`src/core/smc_pkg.sv`:
```
// Package holding register map, field layout and timing constants for the memory control block.
// Behaviour
// RQ1: Ratio field selects divide two to five.
// RQ2: Old ratio kept until start bit rises.
// RQ3: Software clears start bit before setting it.
// RQ4: Refresh every interval times 64 clocks; zero disables.
// RQ5: Stagger between bank refreshes: 0,1,2,4 clocks.
// RQ6: Software sets stagger zero for single bank.
// RQ7: Address setup adds one clock before select.
// RQ8: Test refresh bit requests a refresh.
// RQ9: Arbitration bit picks round robin or processor first.
// RQ10: High priority display always wins arbitration.
// RQ11: Wrap bit allows access into legacy window.
// RQ12: Mode bit rising issues mode register command.
// RQ13: Software clears mode bit before setting it.
// RQ14: Bus drive fields: zero tristates, seven strongest.
// RQ15: Clock drive: zero and seven both strongest.
// RQ16: Rise delay applies in every divide mode.
// RQ17: Fall delay applies only in half modes; the code applies it at ratios 2.5 and 3.5 only, not at 4.5.
// RQ18: Feedback clock mask stops that output.
// RQ19: Four module clock masks stop each clock.
// RQ20: Shift value waits for start bit rising.
// RQ21: Rising edges found by comparing previous sample.
package smc_pkg;
  localparam logic [15:0] ADDR_CTRL_ONE = 16'h8400;
  localparam logic [15:0] ADDR_CTRL_TWO = 16'h8404;
  localparam logic [31:0] RST_CTRL_ONE = 32'h248c_0040;
  localparam logic [31:0] RST_CTRL_TWO = 32'h0000_0801;
  localparam logic [31:0] WMASK_CTRL_ONE = 32'hff9f_fffd;
  localparam logic [31:0] WMASK_CTRL_TWO = 32'h0003_fffb;
  localparam int DATA_DRV_HI = 31;
  localparam int ADDR_DRV_HI = 28;
  localparam int CTRL_DRV_HI = 25;
  localparam int RATIO_HI = 20;
  localparam int START_BIT = 17;
  localparam int RINT_HI = 16;
  localparam int RINT_LO = 8;
  localparam int STAG_HI = 7;
  localparam int SETUP_BIT = 5;
  localparam int TREF_BIT = 4;
  localparam int ARB_BIT = 3;
  localparam int WRAP_BIT = 2;
  localparam int MODE_BIT = 0;
  localparam int RISE_HI = 17;
  localparam int FALL_HI = 15;
  localparam int CDRV_HI = 13;
  localparam int FBMASK_BIT = 10;
  localparam int MODMASK_HI = 9;
  localparam int SHIFT_HI = 5;
  localparam int REFRESH_UNIT = 64;
  localparam logic [2:0] RATIO_RSVD = 3'h0;
  localparam logic [2:0] RATIO_2P5 = 3'h2;
  localparam logic [2:0] RATIO_3P5 = 3'h4;
  localparam logic [2:0] RATIO_DEFAULT = 3'h3;
  localparam logic [2:0] DRV_TRI = 3'h0;
  localparam logic [2:0] DRV_MAX = 3'h7;
  typedef struct packed {
    logic [2:0] ratio;
    logic [2:0] shift;
  } smc_clkcfg_s;
  typedef enum logic [1:0] {
    SMC_GNT_NONE,
    SMC_GNT_DISP,
    SMC_GNT_CPU,
    SMC_GNT_GFX
  } smc_gnt_e;
endpackage

```
`src/core/smc_ctrl.sv`:
```
// Configuration and control logic of the memory controller.
module smc_ctrl #(
  parameter int RINT_W = 9
) (
  input wire logic clock, // Core clock, 10 MHz.
  input wire logic rst, // Synchronous reset, active high.
  input wire logic [15:0] reg_addr, // Register offset.
  input wire logic reg_wr, // Write strobe.
  input wire logic [31:0] reg_wdata, // Write data.
  output logic [31:0] reg_rdata, // Read data, registered.
  input wire logic req_disp_hi, // High priority display request.
  input wire logic req_cpu, // Processor request.
  input wire logic req_gfx, // Graphics and low priority display request.
  output smc_pkg::smc_gnt_e grant, // Arbitration grant.
  input wire logic [19:0] access_addr, // Incoming memory access address.
  output logic access_block, // Access refused: wrap into legacy window disabled.
  input wire logic cmd_start, // Memory command about to be issued.
  output logic cs_n, // Chip select, active low.
  output logic addr_valid, // Address driven toward memory.
  output logic refresh_req, // One-cycle refresh request.
  output logic [1:0] ref_bank, // Bank being refreshed.
  output logic mrs_cmd, // One-cycle mode register command.
  input wire logic [2:0] cas_latency_setting, // Latency from timing register.
  output logic [2:0] mrs_latency, // Latency carried by the command.
  output smc_pkg::smc_clkcfg_s clk_active, // Ratio and shift in use.
  output logic [3:0] clk_half_step, // Divide ratio in half core clocks.
  output logic [1:0] rise_delay, // Rising edge delay in use.
  output logic [1:0] fall_delay, // Falling edge delay in use.
  output logic [2:0] data_drv, // Data bus drive; zero tristates.
  output logic [2:0] addr_drv, // Address bus drive; zero tristates.
  output logic [2:0] ctrl_drv, // Control bus drive; zero tristates.
  output logic [2:0] clk_drv, // Clock drive, normalised to seven for strongest.
  output logic fb_clk_en, // Feedback clock running.
  output logic [3:0] mod_clk_en // Module clocks running.
);
  typedef struct packed {
    logic [31:0] one;
    logic [31:0] two;
    logic start_q;
    logic mode_q;
    logic tref_q;
    smc_pkg::smc_clkcfg_s clk;
    logic [RINT_W+5:0] rcnt;
    logic [2:0] stag_cnt;
    logic [1:0] bank;
    logic ref_busy;
    logic refresh;
    logic mrs;
    logic [2:0] lat;
    logic setup;
    logic cs;
    logic [31:0] rdata;
    logic rr_last_cpu;
    smc_pkg::smc_gnt_e gnt;
  } smc_state_s;

  smc_state_s st_r;
  smc_state_s st_nxt;

  // Converts a stagger code to the gap in clocks.
  function automatic logic [2:0] stag_gap(input logic [1:0] code);
    case (code)
      2'h0: stag_gap = 3'h0;
      2'h1: stag_gap = 3'h1;
      2'h2: stag_gap = 3'h2;
      default: stag_gap = 3'h4;
    endcase
  endfunction

  // Next-state logic for registers, edges, refresh, commands and arbitration.
  always_comb begin
    logic [RINT_W-1:0] rint;
    logic tick;
    rint = st_r.one[smc_pkg::RINT_HI:smc_pkg::RINT_LO];
    st_nxt = st_r;
    st_nxt.refresh = 1'b0;
    st_nxt.mrs = 1'b0;
    if (reg_wr && reg_addr == smc_pkg::ADDR_CTRL_ONE) begin
      st_nxt.one = reg_wdata & smc_pkg::WMASK_CTRL_ONE;
    end
    if (reg_wr && reg_addr == smc_pkg::ADDR_CTRL_TWO) begin
      st_nxt.two = reg_wdata & smc_pkg::WMASK_CTRL_TWO;
    end
    st_nxt.start_q = st_r.one[smc_pkg::START_BIT]; // [RQ21]
    st_nxt.mode_q = st_r.one[smc_pkg::MODE_BIT]; // [RQ21]
    st_nxt.tref_q = st_r.one[smc_pkg::TREF_BIT];
    // Ratio and shift are only adopted on a start rising edge.
    if (st_r.one[smc_pkg::START_BIT] && !st_r.start_q) begin // [RQ2] [RQ20]
      if (st_r.one[smc_pkg::RATIO_HI -: 3] != smc_pkg::RATIO_RSVD) begin // [RQ1]
        st_nxt.clk.ratio = st_r.one[smc_pkg::RATIO_HI -: 3];
      end
      st_nxt.clk.shift = st_r.two[smc_pkg::SHIFT_HI -: 3];
    end
    // Mode register command on rising edge of the request bit.
    if (st_r.one[smc_pkg::MODE_BIT] && !st_r.mode_q) begin // [RQ12]
      st_nxt.mrs = 1'b1;
      st_nxt.lat = cas_latency_setting;
    end
    // Interval counter; zero interval holds it idle.
    tick = 1'b0;
    if (rint == '0) begin // [RQ4]
      st_nxt.rcnt = '0;
    end else if (st_r.rcnt >= (RINT_W+6)'(rint * smc_pkg::REFRESH_UNIT - 1)) begin // [RQ4]
      st_nxt.rcnt = '0;
      tick = 1'b1;
    end else begin
      st_nxt.rcnt = st_r.rcnt + 1'b1;
    end
    if (st_r.one[smc_pkg::TREF_BIT] && !st_r.tref_q) begin // [RQ8]
      tick = 1'b1;
    end
    // Staggered bank refresh sequence across four banks.
    if (tick && !st_r.ref_busy) begin
      st_nxt.ref_busy = 1'b1;
      st_nxt.bank = 2'h0;
      st_nxt.stag_cnt = 3'h0;
    end else if (st_r.ref_busy) begin
      if (st_r.stag_cnt >= stag_gap(st_r.one[smc_pkg::STAG_HI -: 2])) begin // [RQ5]
        st_nxt.refresh = 1'b1;
        st_nxt.stag_cnt = 3'h0;
        st_nxt.bank = st_r.bank + 2'h1;
        st_nxt.ref_busy = st_r.bank != 2'h3;
      end else begin
        st_nxt.stag_cnt = st_r.stag_cnt + 3'h1;
      end
    end
    // Chip select, optionally one clock after the address.
    st_nxt.setup = 1'b0;
    st_nxt.cs = 1'b0;
    if (cmd_start) begin
      if (st_r.one[smc_pkg::SETUP_BIT]) begin // [RQ7]
        st_nxt.setup = 1'b1;
      end else begin
        st_nxt.cs = 1'b1;
      end
    end else if (st_r.setup) begin
      st_nxt.cs = 1'b1;
    end
    // Arbiter: display high first, then processor priority or round robin.
    st_nxt.gnt = smc_pkg::SMC_GNT_NONE;
    if (req_disp_hi) begin // [RQ10]
      st_nxt.gnt = smc_pkg::SMC_GNT_DISP;
    end else if (req_cpu && req_gfx && !st_r.one[smc_pkg::ARB_BIT]) begin // [RQ9]
      st_nxt.gnt = st_r.rr_last_cpu ? smc_pkg::SMC_GNT_GFX : smc_pkg::SMC_GNT_CPU;
    end else if (req_cpu) begin // [RQ9]
      st_nxt.gnt = smc_pkg::SMC_GNT_CPU;
    end else if (req_gfx) begin
      st_nxt.gnt = smc_pkg::SMC_GNT_GFX;
    end
    if (st_nxt.gnt == smc_pkg::SMC_GNT_CPU) begin
      st_nxt.rr_last_cpu = 1'b1;
    end else if (st_nxt.gnt == smc_pkg::SMC_GNT_GFX) begin
      st_nxt.rr_last_cpu = 1'b0;
    end
    // Read data; unmapped offsets read zero.
    case (reg_addr)
      smc_pkg::ADDR_CTRL_ONE: st_nxt.rdata = st_r.one;
      smc_pkg::ADDR_CTRL_TWO: st_nxt.rdata = st_r.two;
      default: st_nxt.rdata = '0;
    endcase
  end

  // State register.
  always_ff @(posedge clock) begin
    if (rst) begin
      st_r <= '0;
      st_r.one <= smc_pkg::RST_CTRL_ONE;
      st_r.two <= smc_pkg::RST_CTRL_TWO;
      st_r.clk.ratio <= smc_pkg::RATIO_DEFAULT;
      st_r.gnt <= smc_pkg::SMC_GNT_NONE;
    end else begin
      st_r <= st_nxt;
    end
  end

  // Output decode of configuration fields.
  always_comb begin
    reg_rdata = st_r.rdata;
    grant = st_r.gnt;
    refresh_req = st_r.refresh;
    ref_bank = st_r.bank - 2'h1;
    mrs_cmd = st_r.mrs;
    mrs_latency = st_r.lat;
    cs_n = !st_r.cs;
    addr_valid = st_r.setup | st_r.cs; // [RQ7]
    clk_active = st_r.clk;
    clk_half_step = 4'(st_r.clk.ratio) + 4'h3; // [RQ1]
    access_block = !st_r.one[smc_pkg::WRAP_BIT]
      && access_addr[19:17] == 3'h5; // [RQ11]
    rise_delay = st_r.two[smc_pkg::RISE_HI -: 2]; // [RQ16]
    fall_delay = (st_r.clk.ratio == smc_pkg::RATIO_2P5 || st_r.clk.ratio == smc_pkg::RATIO_3P5)
      ? st_r.two[smc_pkg::FALL_HI -: 2] : 2'h0; // [RQ17]
    data_drv = st_r.one[smc_pkg::DATA_DRV_HI -: 3]; // [RQ14]
    addr_drv = st_r.one[smc_pkg::ADDR_DRV_HI -: 3]; // [RQ14]
    ctrl_drv = st_r.one[smc_pkg::CTRL_DRV_HI -: 3]; // [RQ14]
    clk_drv = (st_r.two[smc_pkg::CDRV_HI -: 3] == smc_pkg::DRV_TRI)
      ? smc_pkg::DRV_MAX : st_r.two[smc_pkg::CDRV_HI -: 3]; // [RQ15]
    fb_clk_en = !st_r.two[smc_pkg::FBMASK_BIT]; // [RQ18]
    mod_clk_en = ~st_r.two[smc_pkg::MODMASK_HI -: 4]; // [RQ19]
  end

  // Checks on the behaviour above.
  mrs_on_edge_a: assert property (@(posedge clock) disable iff (rst) // [RQ12]
    $rose(st_r.one[smc_pkg::MODE_BIT]) |=> mrs_cmd)
    else $error("mode command missed");
  ratio_hold_a: assert property (@(posedge clock) disable iff (rst) // [RQ2]
    !(st_r.one[smc_pkg::START_BIT] && !st_r.start_q) |=> $stable(clk_active))
    else $error("clock config changed without start edge");
  disp_first_a: assert property (@(posedge clock) disable iff (rst) // [RQ10]
    req_disp_hi |=> grant == smc_pkg::SMC_GNT_DISP)
    else $error("display not granted first");
  cpu_prio_a: assert property (@(posedge clock) disable iff (rst) // [RQ9]
    (!req_disp_hi && req_cpu && st_r.one[smc_pkg::ARB_BIT]) |=> grant == smc_pkg::SMC_GNT_CPU)
    else $error("processor priority lost");
  setup_delay_a: assert property (@(posedge clock) disable iff (rst) // [RQ7]
    (cmd_start && st_r.one[smc_pkg::SETUP_BIT]) |=> cs_n ##1 !cs_n)
    else $error("setup clock missing");
  no_refresh_a: assert property (@(posedge clock) disable iff (rst) // [RQ4]
    (st_r.one[smc_pkg::RINT_HI:smc_pkg::RINT_LO] == '0) |=> st_r.rcnt == '0)
    else $error("refresh counting while disabled");
  test_ref_a: assert property (@(posedge clock) disable iff (rst) // [RQ8]
    ($rose(st_r.one[smc_pkg::TREF_BIT]) && !st_r.ref_busy) |=> st_r.ref_busy)
    else $error("test refresh ignored");
  clk_mask_a: assert property (@(posedge clock) disable iff (rst) // [RQ18]
    fb_clk_en != st_r.two[smc_pkg::FBMASK_BIT])
    else $error("feedback mask wrong");
  refresh_c: cover property (@(posedge clock) refresh_req);
  mrs_c: cover property (@(posedge clock) mrs_cmd);
  start_c: cover property (@(posedge clock) $changed(clk_active));
endmodule // smc_ctrl

```
`config.mk`:
```
export PLATFORM = sky130hd
export DESIGN_NAME = smc_ctrl
export DESIGN_NICKNAME = d
export VERILOG_FILES = /design/src/core/smc_pkg.sv /design/src/core/smc_ctrl.sv
export SDC_FILE = /design/constraint.sdc
export NUM_CORES = 1
export LEC_CHECK = 0
export BUFFER_PORTS_ARGS = -buffer_cell sky130_fd_sc_hd__buf_2
export CAP_MARGIN = 10
export CORE_AREA = 2 2 98 100
export CTS_BUF_LIST = sky130_fd_sc_hd__clkbuf_4
export DETAILED_ROUTE_END_ITERATION = 7
export DIE_AREA = 0 0 100 102
export GPL_TIMING_DRIVEN = 0
export PLACE_DENSITY = 0.87
export RECOVER_POWER = 50
export SLEW_MARGIN = 20
export SYNTH_ARGS = -nofsm -noshare
export SYNTH_HDL_FRONTEND = slang
export SYNTH_SLANG_ARGS = --single-unit
```
`constraint.sdc`:
```
create_clock -name clock -period 4.2 [get_ports clock]
set_input_delay 1.26 -clock clock [delete_from_list [all_inputs] [get_ports clock]]
set_output_delay 1.26 -clock clock [all_outputs]
set_load 0.02 [all_outputs]
```
==> impl_metrics.env, run 1 <==
export IMPL_sequentialPowerShare_pct=49.1
export IMPL_fin_hold_ws_ns=0.4280
export IMPL_slew_headroom_pct=18.17
export IMPL_synth_distinct_cells=49
export IMPL_stdcell_area_um2=6200
export IMPL_hold_violations=0
export IMPL_required_ns=4.66
export IMPL_max_stage_delay_ns=1.02
export IMPL_grt_max_degree=17
export IMPL_cp_end_kind="flop"
export IMPL_setup_ws_ns=0.9789
export IMPL_fmax_mhz=310.5
export IMPL_top_layer="met4"
export IMPL_synthTopCellsByArea="dfxtp_1, buf_4, nand2_1"
export IMPL_cts_clk_slew_worst_paths_ns=0.11
export IMPL_final_common_cell="dfxtp_1"
export IMPL_synth_edf_count=0
export IMPL_layout_min_cycle_time_ns=3.221
export IMPL_drt_iter0_drc=213
export IMPL_final_cells=858
export IMPL_clk_latency_ns=0.52
export IMPL_grt_remaining_overflow=0
export IMPL_syn_to_final_growth_pct=20.53
export IMPL_dr_pass1_iters=5
export IMPL_wl_um=12760
export IMPL_ys_warn_count=0
export IMPL_synth_top_area_share_pct=45.15
export IMPL_clock_path_buffers=2
export IMPL_wl_per_cell_um=14.87
export IMPL_wl_met3_um=944
export IMPL_finish_utilization_pct=68.06
export IMPL_vdd_drop_max_mv=0.1998
export IMPL_critical_path_arrival_ns=3.68
export IMPL_num_antenna_cells=0
export IMPL_ys_ff_latch=116
export IMPL_ctsRootBufferMaster="clkbuf_4"
export IMPL_p_sw_share_pct=22.54
export IMPL_row_count=35
export IMPL_total_power_mw=2.267
export IMPL_viasPerCell=5.396
export IMPL_worst_slew_pin_transition_ns=1.218
export IMPL_htree_levels=4
export IMPL_p_switching_uw=511.1
export IMPL_cts_hold_buffers=0
export IMPL_async_flop_share_pct=0
export IMPL_startpoint="reg_addr[5]"
export IMPL_cts_tree="yes"
export IMPL_layout_nets=830
export IMPL_ant_nets=0
export IMPL_pwr_share_clk_pct=46.3
export IMPL_syn_inst=584
export IMPL_critPathTopFamily="simple AND/OR/NAND/NOR gates"
export IMPL_rsz0062_at_grt="false"
export IMPL_hold_path_class="reg2reg"
export IMPL_crit_chain="buf_2, nor4b_1, nand4_1, nor3_1, buf_6, nand2_1, a21oi_1"
export IMPL_place_area_um2=5937
export IMPL_synth_area_per_cell_um2=8.808
export IMPL_wl_met2_um=6334
export IMPL_grt_pass1_vias=4545
export IMPL_powerDensity_nw_per_um2=365.7
export IMPL_synth_seq_area_share_pct=45.15
export IMPL_reg2reg_from="st_r[114]$_SDFFE_PP0P_"
export IMPL_min_delay_start="st_r[70]$_SDFF_PP0_"
export IMPL_status="finished clean"
export IMPL_syn_cell_area_um2=5144
export IMPL_critPathKind="in2reg"
export IMPL_maxCapViolCount=0
export IMPL_remaining_drc_errors=0
export IMPL_skew_ns=0.01514
export IMPL_vias=4630
export IMPL_grt_pass1_wl_um=20530
export IMPL_io_buffers=130
export IMPL_fillers=731
export IMPL_place_inst=826
export IMPL_die_h_um=102
export IMPL_cts_setup_buffers=0
export IMPL_layout_common_cells="dfxtp_1, nand2_1, buf_2"
export IMPL_p_int_mw=1.756
export IMPL_cp_start_kind="input pin"
export IMPL_synth_ff_type="dfxtp_1"
export IMPL_netlist_top_cell_by_area="dfxtp_1"
export IMPL_ios=153
export IMPL_grt_usage_pct=25.48
export IMPL_crit_slowest_cell="nor3_1"
export IMPL_layout_drive_gt1_share_pct=23.69
export IMPL_min_period_over_period_pct=76.69
export IMPL_cts_repair_resized=0
export IMPL_dp_hpwl_um=9159
export IMPL_drv_slew=0
export IMPL_power_leakage_nw=2.677
export IMPL_core_area_um2=9109
export IMPL_post_place_ws_ns=1.133
export IMPL_setup_viol_count_final=0
export IMPL_place_congestion=0.8527
export IMPL_worst_path_buf_inv=2
export IMPL_cts_sinks=116
export IMPL_tns_ns=0
export IMPL_start_util_pct=56.47
export IMPL_combPwrFrac_pct=4.6
export IMPL_cts_inserted_buffers=17
export IMPL_die_w_um=100
export IMPL_crit_fanout=10
export IMPL_antenna_found_initial=0
export IMPL_die_area_um2=10200
export IMPL_wl_met1_um=5154
## worst reg2reg max path: stages, from the launching register on
cell and delay (ns):
dfxtp_1 0.39, nor3_1 0.34, nand3b_1 0.18, o31a_1 0.26
nor2_1 0.11, ha_1 0.25, a21oi_1 0.17, o21ai_0 0.13
a221oi_2 0.33, nand2_1 0.23, buf_2 0.24, nor2_1 0.12
## power by group through the flow
| stage | Clock (mW) | Sequential, mW | Combinational (mW) |
|---|---|---|---|
| final | 1.05 | 1.11 | 0.105 |
| after global routing | 1.11 | 1.11 | 0.114 |
| after CTS | 1.06 | 1.11 | 0.107 |
| after detailed placement | 0 | 1.14 | 0.105 |
| after global placement | 0 | 1.14 | 0.0999 |
| after floorplan | 0 | 1.14 | 0.0528 |
## flip-flops by register name, summed over array words and instances (netlist names)
register	cells
st_r	59
reg_rdata	30
clk_active	6
addr_drv	3
ctrl_drv	3
data_drv	3
mrs_latency	3
st_nxt	3
grant	2
rise_delay	2
mrs_cmd	1
refresh_req	1
## final timing paths
check	end	slack (ns)	cells after the start
worst min-delay path	mrs_cmd$_SDFF_PP0_	0.43	1
worst min register to register	mrs_cmd$_SDFF_PP0_	0.43	1
worst max register to register	st_r[50]$_SDFF_PP0_	1.39	11
worst max-delay path	addr_drv[1]$_SDFFE_PP0P_	0.98	7
## cell usage after synthesis, types with 10 or more instances
| library cell | n |
|---|---|
| dfxtp_1 | 116 |
| nand2_1 | 101 |
| buf_4 | 55 |
| nor2_1 | 50 |
| a21oi_1 | 48 |
| inv_1 | 19 |
| ha_1 | 18 |
| a22oi_1 | 17 |
| clkbuf_1 | 15 |
| and2_1 | 14 |
| mux2i_1 | 11 |
| xor2_1 | 11 |
| nand3b_1 | 10 |
| nor2b_1 | 10 |
## per-layer routing
layer,vias up,track usage (%)
met1,2164,30.35
li1,2205,-
met5,-,0
met2,222,44.44
met3,39,5.882
met4,0,10.85
## cells by family (layout without fill, tap and decap cells)
kind of cell,Yosys count,after routing,share of synthesized area (%)
buffers and inverters,94,256,11.24
muxes,11,11,2.141
AOI/OAI and AO/OA,88,88,10.41
DFF,116,116,45.15
adders and majority gates,18,18,4.379
other,1,2,0.07290
xor gates and xnor gates,20,20,3.406
and+or+nand+nor,236,236,23.21
## layout make-up
cell class                 count  area, um^2  share of cell area [%]
tap                          111       138.9                   2.240
sequential                   116        2322                   37.46
multi-input combinational    375        2187                   35.28
clock buffer                  18       135.1                   2.180
buffer                        75       506.7                   8.174
inverter                      19       71.32                   1.150
timing repair buffer         130       588.1                   9.485
clock inverter                14       250.2                   4.036
No activity file was read; power rests on OpenSTA's default activity.
==> run 2: changes to the inputs <==
--- a/config.mk
+++ b/config.mk
@@ -5,14 +5,15 @@
 export SDC_FILE = /design/constraint.sdc
 export NUM_CORES = 1
 export LEC_CHECK = 0
+export ABC_AREA = 1
 export BUFFER_PORTS_ARGS = -buffer_cell sky130_fd_sc_hd__buf_2
 export CAP_MARGIN = 10
-export CORE_AREA = 2 2 98 100
+export CORE_AREA = 2 2 102 104
 export CTS_BUF_LIST = sky130_fd_sc_hd__clkbuf_4
 export DETAILED_ROUTE_END_ITERATION = 7
-export DIE_AREA = 0 0 100 102
+export DIE_AREA = 0 0 104 106
 export GPL_TIMING_DRIVEN = 0
-export PLACE_DENSITY = 0.87
+export PLACE_DENSITY = 0.82
 export RECOVER_POWER = 50
 export SLEW_MARGIN = 20
 export SYNTH_ARGS = -nofsm -noshare
==> constraint.sdc (replaced) <==
create_clock -name clock -period 3.29 [get_ports clock]
set_input_delay 0.987 -clock clock [delete_from_list [all_inputs] [get_ports clock]]
set_output_delay 0.987 -clock clock [all_outputs]
set_load 0.02 [all_outputs]
==> impl_metrics.env, run 2 <==
export IMPL_status="finished clean"
export IMPL_crit_chain="inv_1, ha_1, mux2i_1, nor2_1, buf_2"
export IMPL_cp_end_kind="primary output"
export IMPL_critical_path_arrival_ns=1.78
export IMPL_synth_seq_area_share_pct=44.27
export IMPL_ff2ff_path_depth=14
export IMPL_cts_tree="yes"
export IMPL_core_area_um2=10000
export IMPL_layout_drive_gt1_share_pct=28.45
export IMPL_largest_register_ffs=59
export IMPL_synthTopCellsByArea="dfxtp_1, buf_4, nand2_1"
export IMPL_clk_latency_ns=0.50
export IMPL_fmax_mhz=361.1
export IMPL_cts_hold_buffers=0
export IMPL_final_common_cell="buf_2"
export IMPL_slew_headroom_pct=58.12
export IMPL_crit_slowest_cell="dfxtp_1"
export IMPL_die_area_um2=11020
export IMPL_layout_min_cycle_time_ns=2.769
export IMPL_async_flop_share_pct=0
export IMPL_required_ns=2.30
export IMPL_drt_iter0_drc=234
export IMPL_grt_usage_pct=23.38
export IMPL_cts_repair_resized=0
export IMPL_regMostFlops="st_r"
export IMPL_vias=4723
export IMPL_remaining_drc_errors=0
export IMPL_syn_to_final_growth_pct=20.18
export IMPL_drv_slew=0
export IMPL_synth_most_common_cell="dfxtp_1"
export IMPL_start_util_pct=52.45
export IMPL_place_congestion=0.8535
export IMPL_layout_common_cells="buf_2, dfxtp_1, nand2_1"
export IMPL_die_w_um=104
export IMPL_maxCapViolCount=0
export IMPL_die_h_um=106
export IMPL_worstHoldEndpoint="st_r[48]$_SDFF_PP0_"
export IMPL_syn_inst=663
export IMPL_hold_depth=1
export IMPL_worst_slew_pin_transition_ns=0.6283
export IMPL_netlist_top_cell_by_area="dfxtp_1"
export IMPL_ys_warn_count=0
export IMPL_wl_um=12650
export IMPL_ios=153
export IMPL_syn_cell_area_um2=5245
export IMPL_critPathKind="reg2out"
export IMPL_r2r_end="st_r[62]$_SDFF_PP0_"
export IMPL_antenna_found_initial=0
export IMPL_synth_top_area_share_pct=44.27
export IMPL_synth_area_per_cell_um2=7.911
export IMPL_vdd_drop_max_mv=0.1829
export IMPL_synth_distinct_cells=40
export IMPL_grt_max_degree=17
export IMPL_synth_edf_count=0
export IMPL_max_stage_delay_ns=0.38
export IMPL_synth_ff_type="dfxtp_1"
export IMPL_num_antenna_cells=0
export IMPL_synth_xor_area_share_pct=2.004
export IMPL_synth_compound_area_share_pct=13.22
export IMPL_setup_viol_count_final=0
export IMPL_synthSimpleGateAreaFrac_pct=19.25
export IMPL_row_count=37
export IMPL_rrSetupSlack_ns=0.71
export IMPL_htree_levels=4
export IMPL_ctsRootBufferMaster="clkbuf_4"
export IMPL_hold_path_class="reg2reg"
export IMPL_grt_pass1_wl_um=20450
export IMPL_cp_start_kind="flop"
export IMPL_synth_common_cells="dfxtp_1, nand2_1, inv_1"
export IMPL_viasPerCell=4.910
export IMPL_cts_setup_buffers=0
export IMPL_skew_ns=0.01853
export IMPL_cts_inserted_buffers=17
export IMPL_min_period_over_period_pct=84.17
export IMPL_reg2reg_from="st_r[112]$_SDFFE_PP0P_"
export IMPL_total_power_mw=2.561
export IMPL_crit_fanout=4
export IMPL_synthAdderAreaFrac_pct=4.294
export IMPL_dr_pass1_iters=5
export IMPL_synth_mux_area_fraction_pct=0.1908
export IMPL_power_leakage_nw=2.949
export IMPL_ys_ff_latch=116
export IMPL_layout_nets=909
export IMPL_hold_violations=0
export IMPL_synth_top_family_by_area="simple AND/OR/NAND/NOR gates"
export IMPL_wl_per_cell_um=13.15
export IMPL_io_buffers=130
export IMPL_dp_hpwl_um=9310
export IMPL_tns_ns=0
export IMPL_cts_clk_slew_worst_paths_ns=0.12
export IMPL_cts_sinks=116
export IMPL_grt_pass1_vias=4469
export IMPL_powerDensity_nw_per_um2=406.2
export IMPL_ant_nets=0
export IMPL_rsz0062_at_grt="false"
export IMPL_clock_path_buffers=2
export IMPL_min_delay_start="st_r[48]$_SDFF_PP0_"
export IMPL_grt_remaining_overflow=0
## run 2: changes by cell type in the layout (fill, tap and decap cells not counted), moves of 11 or more
cell      delta
a21oi_1     +22
clkbuf_1    -45
nand3_1     +18
o21ai_0     +44
inv_1       +62
a22oi_1     -17
buf_2       +47
and2_1      -11
## run 2: kinds of logic after synthesis
group / count (synthesis)
adders and majority gates: 18
AOI/OAI and AO/OA: 133
xor gates and xnor gates: 12
other: 1
DFF: 116
muxes: 1
and+or+nand+nor: 221
buffers and inverters: 161
## run 2: power breakdown
| part | switching [mW] | total (mW) | internal (mW) | leakage [nW] |
|---|---|---|---|---|
| registers | 0.00103 | 1.41 | 1.41 | 0.935 |
| clock network | 0.578 | 1.05 | 0.470 | 0.159 |
| logic | 0.0625 | 0.105 | 0.0429 | 1.85 |
| total | 0.642 | 2.56 | 1.92 | 2.95 |
## run 2: worst max path at each step
stage | from | end | slack (ns) | depth (start not counted)
detailed placement | st_r[112]$_SDFFE_PP0P_ | st_r[51]$_SDFF_PP0_ | 0.76 | 14
floorplan | access_addr[19] | access_block | 0.82 | 2
global route | clk_active[4]$_SDFFE_PP1P_ | fall_delay[0] | 0.37 | 5
finish | clk_active[3]$_SDFFE_PP1P_ | fall_delay[0] | 0.52 | 5
CTS | clk_active[3]$_SDFFE_PP1P_ | fall_delay[0] | 0.45 | 5
global placement | st_r[112]$_SDFFE_PP0P_ | st_r[62]$_SDFF_PP0_ | 0.77 | 14
## run 2: routing by layer
| layer | up-vias | part of all wire [%] | track usage [%] |
|---|---|---|---|
| met3 | 34 | 6.4 | 6.438 |
| li1 | 2388 | - | - |
| met5 | - | 0 | 0 |
| met2 | 190 | 50 | 40.60 |
| met1 | 2111 | 41 | 27.34 |
| met4 | 0 | 2.5 | 9.556 |
## run 2: final cells by class
type                            instances  area, um^2
Fill cell                             913        3696
Sequential cell                       116        2322
Multi-Input combinational cell        387        2043
Timing Repair Buffer                  130       648.1
Buffer                                 78       520.5
Inverter                               83       311.5
Tap cell                              136       170.2
Clock inverter                         14       152.6
Clock buffer                           18       135.1
## run 2: critical path, delay by kind of cell (launching register included)
| kind | cells | cell delay (ns) |
|---|---|---|
| muxes | 1 | 0.32 |
| DFF | 1 | 0.38 |
| adders and majority gates | 1 | 0.22 |
| buffers and inverters | 2 | 0.26 |
| and+or+nand+nor | 1 | 0.09 |
## run 2: stage by stage
step | instances | setup WS [ns] | util (%) | hold WS [ns] | area (um^2)
after detailed placement | 930 | 0.7565 | 60.70 | 0.4412 | 6070
after floorplan | 664 | 0.8234 | - | 0.4175 | 5249
final | 962 | 0.5207 | 63.04 | 0.4648 | 6304
after CTS | 962 | 0.4500 | 63.58 | 0.4613 | 6357
after global routing | 962 | 0.3727 | 63.04 | 0.4855 | 6304
after global placement | 930 | 0.7734 | 60.70 | 0.4280 | 6070
==> run 3: changes to the inputs <==
--- a/config.mk
+++ b/config.mk
@@ -5,7 +5,7 @@
 export SDC_FILE = /design/constraint.sdc
 export NUM_CORES = 1
 export LEC_CHECK = 0
-export ABC_AREA = 1
+export ABC_AREA = 0
 export BUFFER_PORTS_ARGS = -buffer_cell sky130_fd_sc_hd__buf_2
 export CAP_MARGIN = 10
 export CORE_AREA = 2 2 102 104
@@ -13,7 +13,7 @@
 export DETAILED_ROUTE_END_ITERATION = 7
 export DIE_AREA = 0 0 104 106
 export GPL_TIMING_DRIVEN = 0
-export PLACE_DENSITY = 0.82
+export PLACE_DENSITY = 0.81
 export RECOVER_POWER = 50
 export SLEW_MARGIN = 20
 export SYNTH_ARGS = -nofsm -noshare
==> constraint.sdc (replaced) <==
create_clock -name clock -period 2.6 [get_ports clock]
set_input_delay 0.78 -clock clock [delete_from_list [all_inputs] [get_ports clock]]
set_output_delay 0.78 -clock clock [all_outputs]
set_load 0.02 [all_outputs]
==> impl_metrics.env, run 3 (synthesis gave the netlist of run 1 again) <==
export IMPL_required_ns=3.03
export IMPL_largest_register_ffs=59
export IMPL_start_util_pct=51.44
export IMPL_syn_to_final_growth_pct=21.48
export IMPL_fin_hold_ws_ns=0.4314
export IMPL_rrSetupSlack_ns=0.17
export IMPL_ff2ff_path_depth=11
export IMPL_startpoint="reg_addr[9]"
export IMPL_critical_path_arrival_ns=2.93
export IMPL_grt_usage_pct=22.27
export IMPL_clock_path_buffers=2
export IMPL_cp_start_kind="input pin"
export IMPL_skew_ns=0.01278
export IMPL_worstHoldEndpoint="mrs_cmd$_SDFF_PP0_"
export IMPL_slew_headroom_pct=19.75
export IMPL_maxCapViolCount=0
export IMPL_layout_nets=832
export IMPL_drt_iter0_drc=304
export IMPL_cts_hold_buffers=0
export IMPL_post_place_ws_ns=-0.1388
export IMPL_cts_inserted_buffers=17
export IMPL_crit_fanout=10
export IMPL_power_leakage_nw=2.668
export IMPL_fmax_mhz=401.2
export IMPL_hold_depth=1
export IMPL_htree_levels=4
export IMPL_crit_chain="buf_2, nor4b_4, nand4_1, nor3_1, buf_6, nand2_1, a21oi_1"
export IMPL_hold_violations=0
export IMPL_place_inst=851
export IMPL_rsz0062_at_grt="true"
export IMPL_io_buffers=130
export IMPL_vdd_drop_max_mv=0.3804
export IMPL_critPathKind="in2reg"
export IMPL_finish_utilization_pct=62.49
export IMPL_die_w_um=104
export IMPL_final_cells=885
export IMPL_drv_slew=0
export IMPL_final_common_cell="dfxtp_1"
export IMPL_die_area_um2=11020
export IMPL_crit_slowest_cell="nor3_1"
export IMPL_grt_max_degree=17
export IMPL_layout_drive_gt1_share_pct=25.50
export IMPL_regMostFlops="st_r"
export IMPL_powerDensity_nw_per_um2=546.1
export IMPL_vias=4496
export IMPL_dp_hpwl_um=9024
export IMPL_worst_slew_pin_transition_ns=1.195
export IMPL_status="finished clean"
export IMPL_die_h_um=106
export IMPL_dr_pass1_iters=5
export IMPL_grt_pass1_vias=4239
export IMPL_core_area_um2=10000
export IMPL_cts_sinks=116
export IMPL_cts_clk_slew_worst_paths_ns=0.10
export IMPL_max_stage_delay_ns=0.99
export IMPL_ios=153
export IMPL_cp_end_kind="flop"
export IMPL_r2r_end="st_r[61]$_SDFF_PP0_"
export IMPL_num_antenna_cells=0
export IMPL_layout_common_cells="dfxtp_1, nand2_1, buf_2"
export IMPL_hold_path_class="reg2reg"
export IMPL_remaining_drc_errors=0
export IMPL_viasPerCell=5.080
export IMPL_setup_ws_ns=0.1076
export IMPL_layout_min_cycle_time_ns=2.492
export IMPL_wl_per_cell_um=13.84
export IMPL_grt_pass1_wl_um=19560
export IMPL_wl_um=12240
export IMPL_ctsRootBufferMaster="clkbuf_4"
export IMPL_clk_latency_ns=0.51
export IMPL_min_delay_start="st_r[70]$_SDFF_PP0_"
export IMPL_setup_viol_count_final=0
export IMPL_ant_nets=0
export IMPL_grt_remaining_overflow=0
export IMPL_place_congestion=0.8705
export IMPL_row_count=37
export IMPL_reg2reg_from="st_r[116]$_SDFFE_PP0P_"
export IMPL_cts_tree="yes"
export IMPL_min_period_over_period_pct=95.86
export IMPL_antenna_found_initial=0
## run 3: cell count changes in the layout (fill, tap and decap cells not counted), moves of 10 or more
cell      previous run  this run
inv_1               81        17
buf_2              130        80
clkbuf_1            20        67
o21ai_0             53         8
a21oi_1             70        48
nand3_1             27         9
a22oi_1              0        17
and2_1               0        11
mux2i_1              1        11
nor2b_1              0        10
## run 3: routing by layer
layer	vias up	routed length (um)	track usage (%)
met1	2062	5089	26.94
met4	0	270	8.012
met5	-	0	0
met2	207	5972	38.11
met3	25	912	6.131
li1	2202	-	-
## run 3: final cells by class
type | instances | area (um^2)
Buffer | 75 | 513.0
Clock buffer | 18 | 135.1
Clock inverter | 14 | 185.2
Fill cell | 878 | 3751
Inverter | 19 | 71.32
Multi-Input combinational cell | 375 | 2243
Sequential cell | 116 | 2330
Tap cell | 136 | 170.2
Timing Repair Buffer | 132 | 600.6
## run 3: how the worst max path moves through the flow
stage	end	cells past startpoint
after floorplan	st_r[50]$_SDFF_PP0_	11
after global placement	st_r[55]$_SDFF_PP0_	11
after detailed placement	st_r[45]$_SDFFE_PP0P_	10
after CTS	st_r[51]$_SDFF_PP0_	12
after global routing	st_r[61]$_SDFF_PP0_	11
final	st_r[114]$_SDFFE_PP0P_	7
## run 3: what timing repair did
item                       CTS  global route
gates resized for setup      3            17
setup endpoints to repair   15            22
setup buffers                1             1
pin swaps                    1             3
## run 3: through the flow
| stage | instance area (um^2) | setup TNS (ns) | power (mW) |
|---|---|---|---|
| finish | 6248 | 0 | 3.412 |
| global route | 6248 | -0.01944 | 3.534 |
| CTS | 6310 | 0 | 3.431 |
| detailed placement | 5968 | -2.051 | 2.004 |
| global placement | 5968 | -0.01752 | 1.999 |
| floorplan | 5147 | 0 | 1.921 |
## run 3: power breakdown
group,leakage [nW],internal (mW),switching (mW)
Clock,0.170,0.769,0.679
Sequential,0.938,1.79,0.00928
Combinational,1.56,0.0674,0.100
## run 3: worst max-delay path: cells and delay by family
family                 cells  cell delay, ns
buffers and inverters      2            0.37
AO/OA/AOI/OAI              1            0.15
AND/OR/NAND/NOR            4            1.62
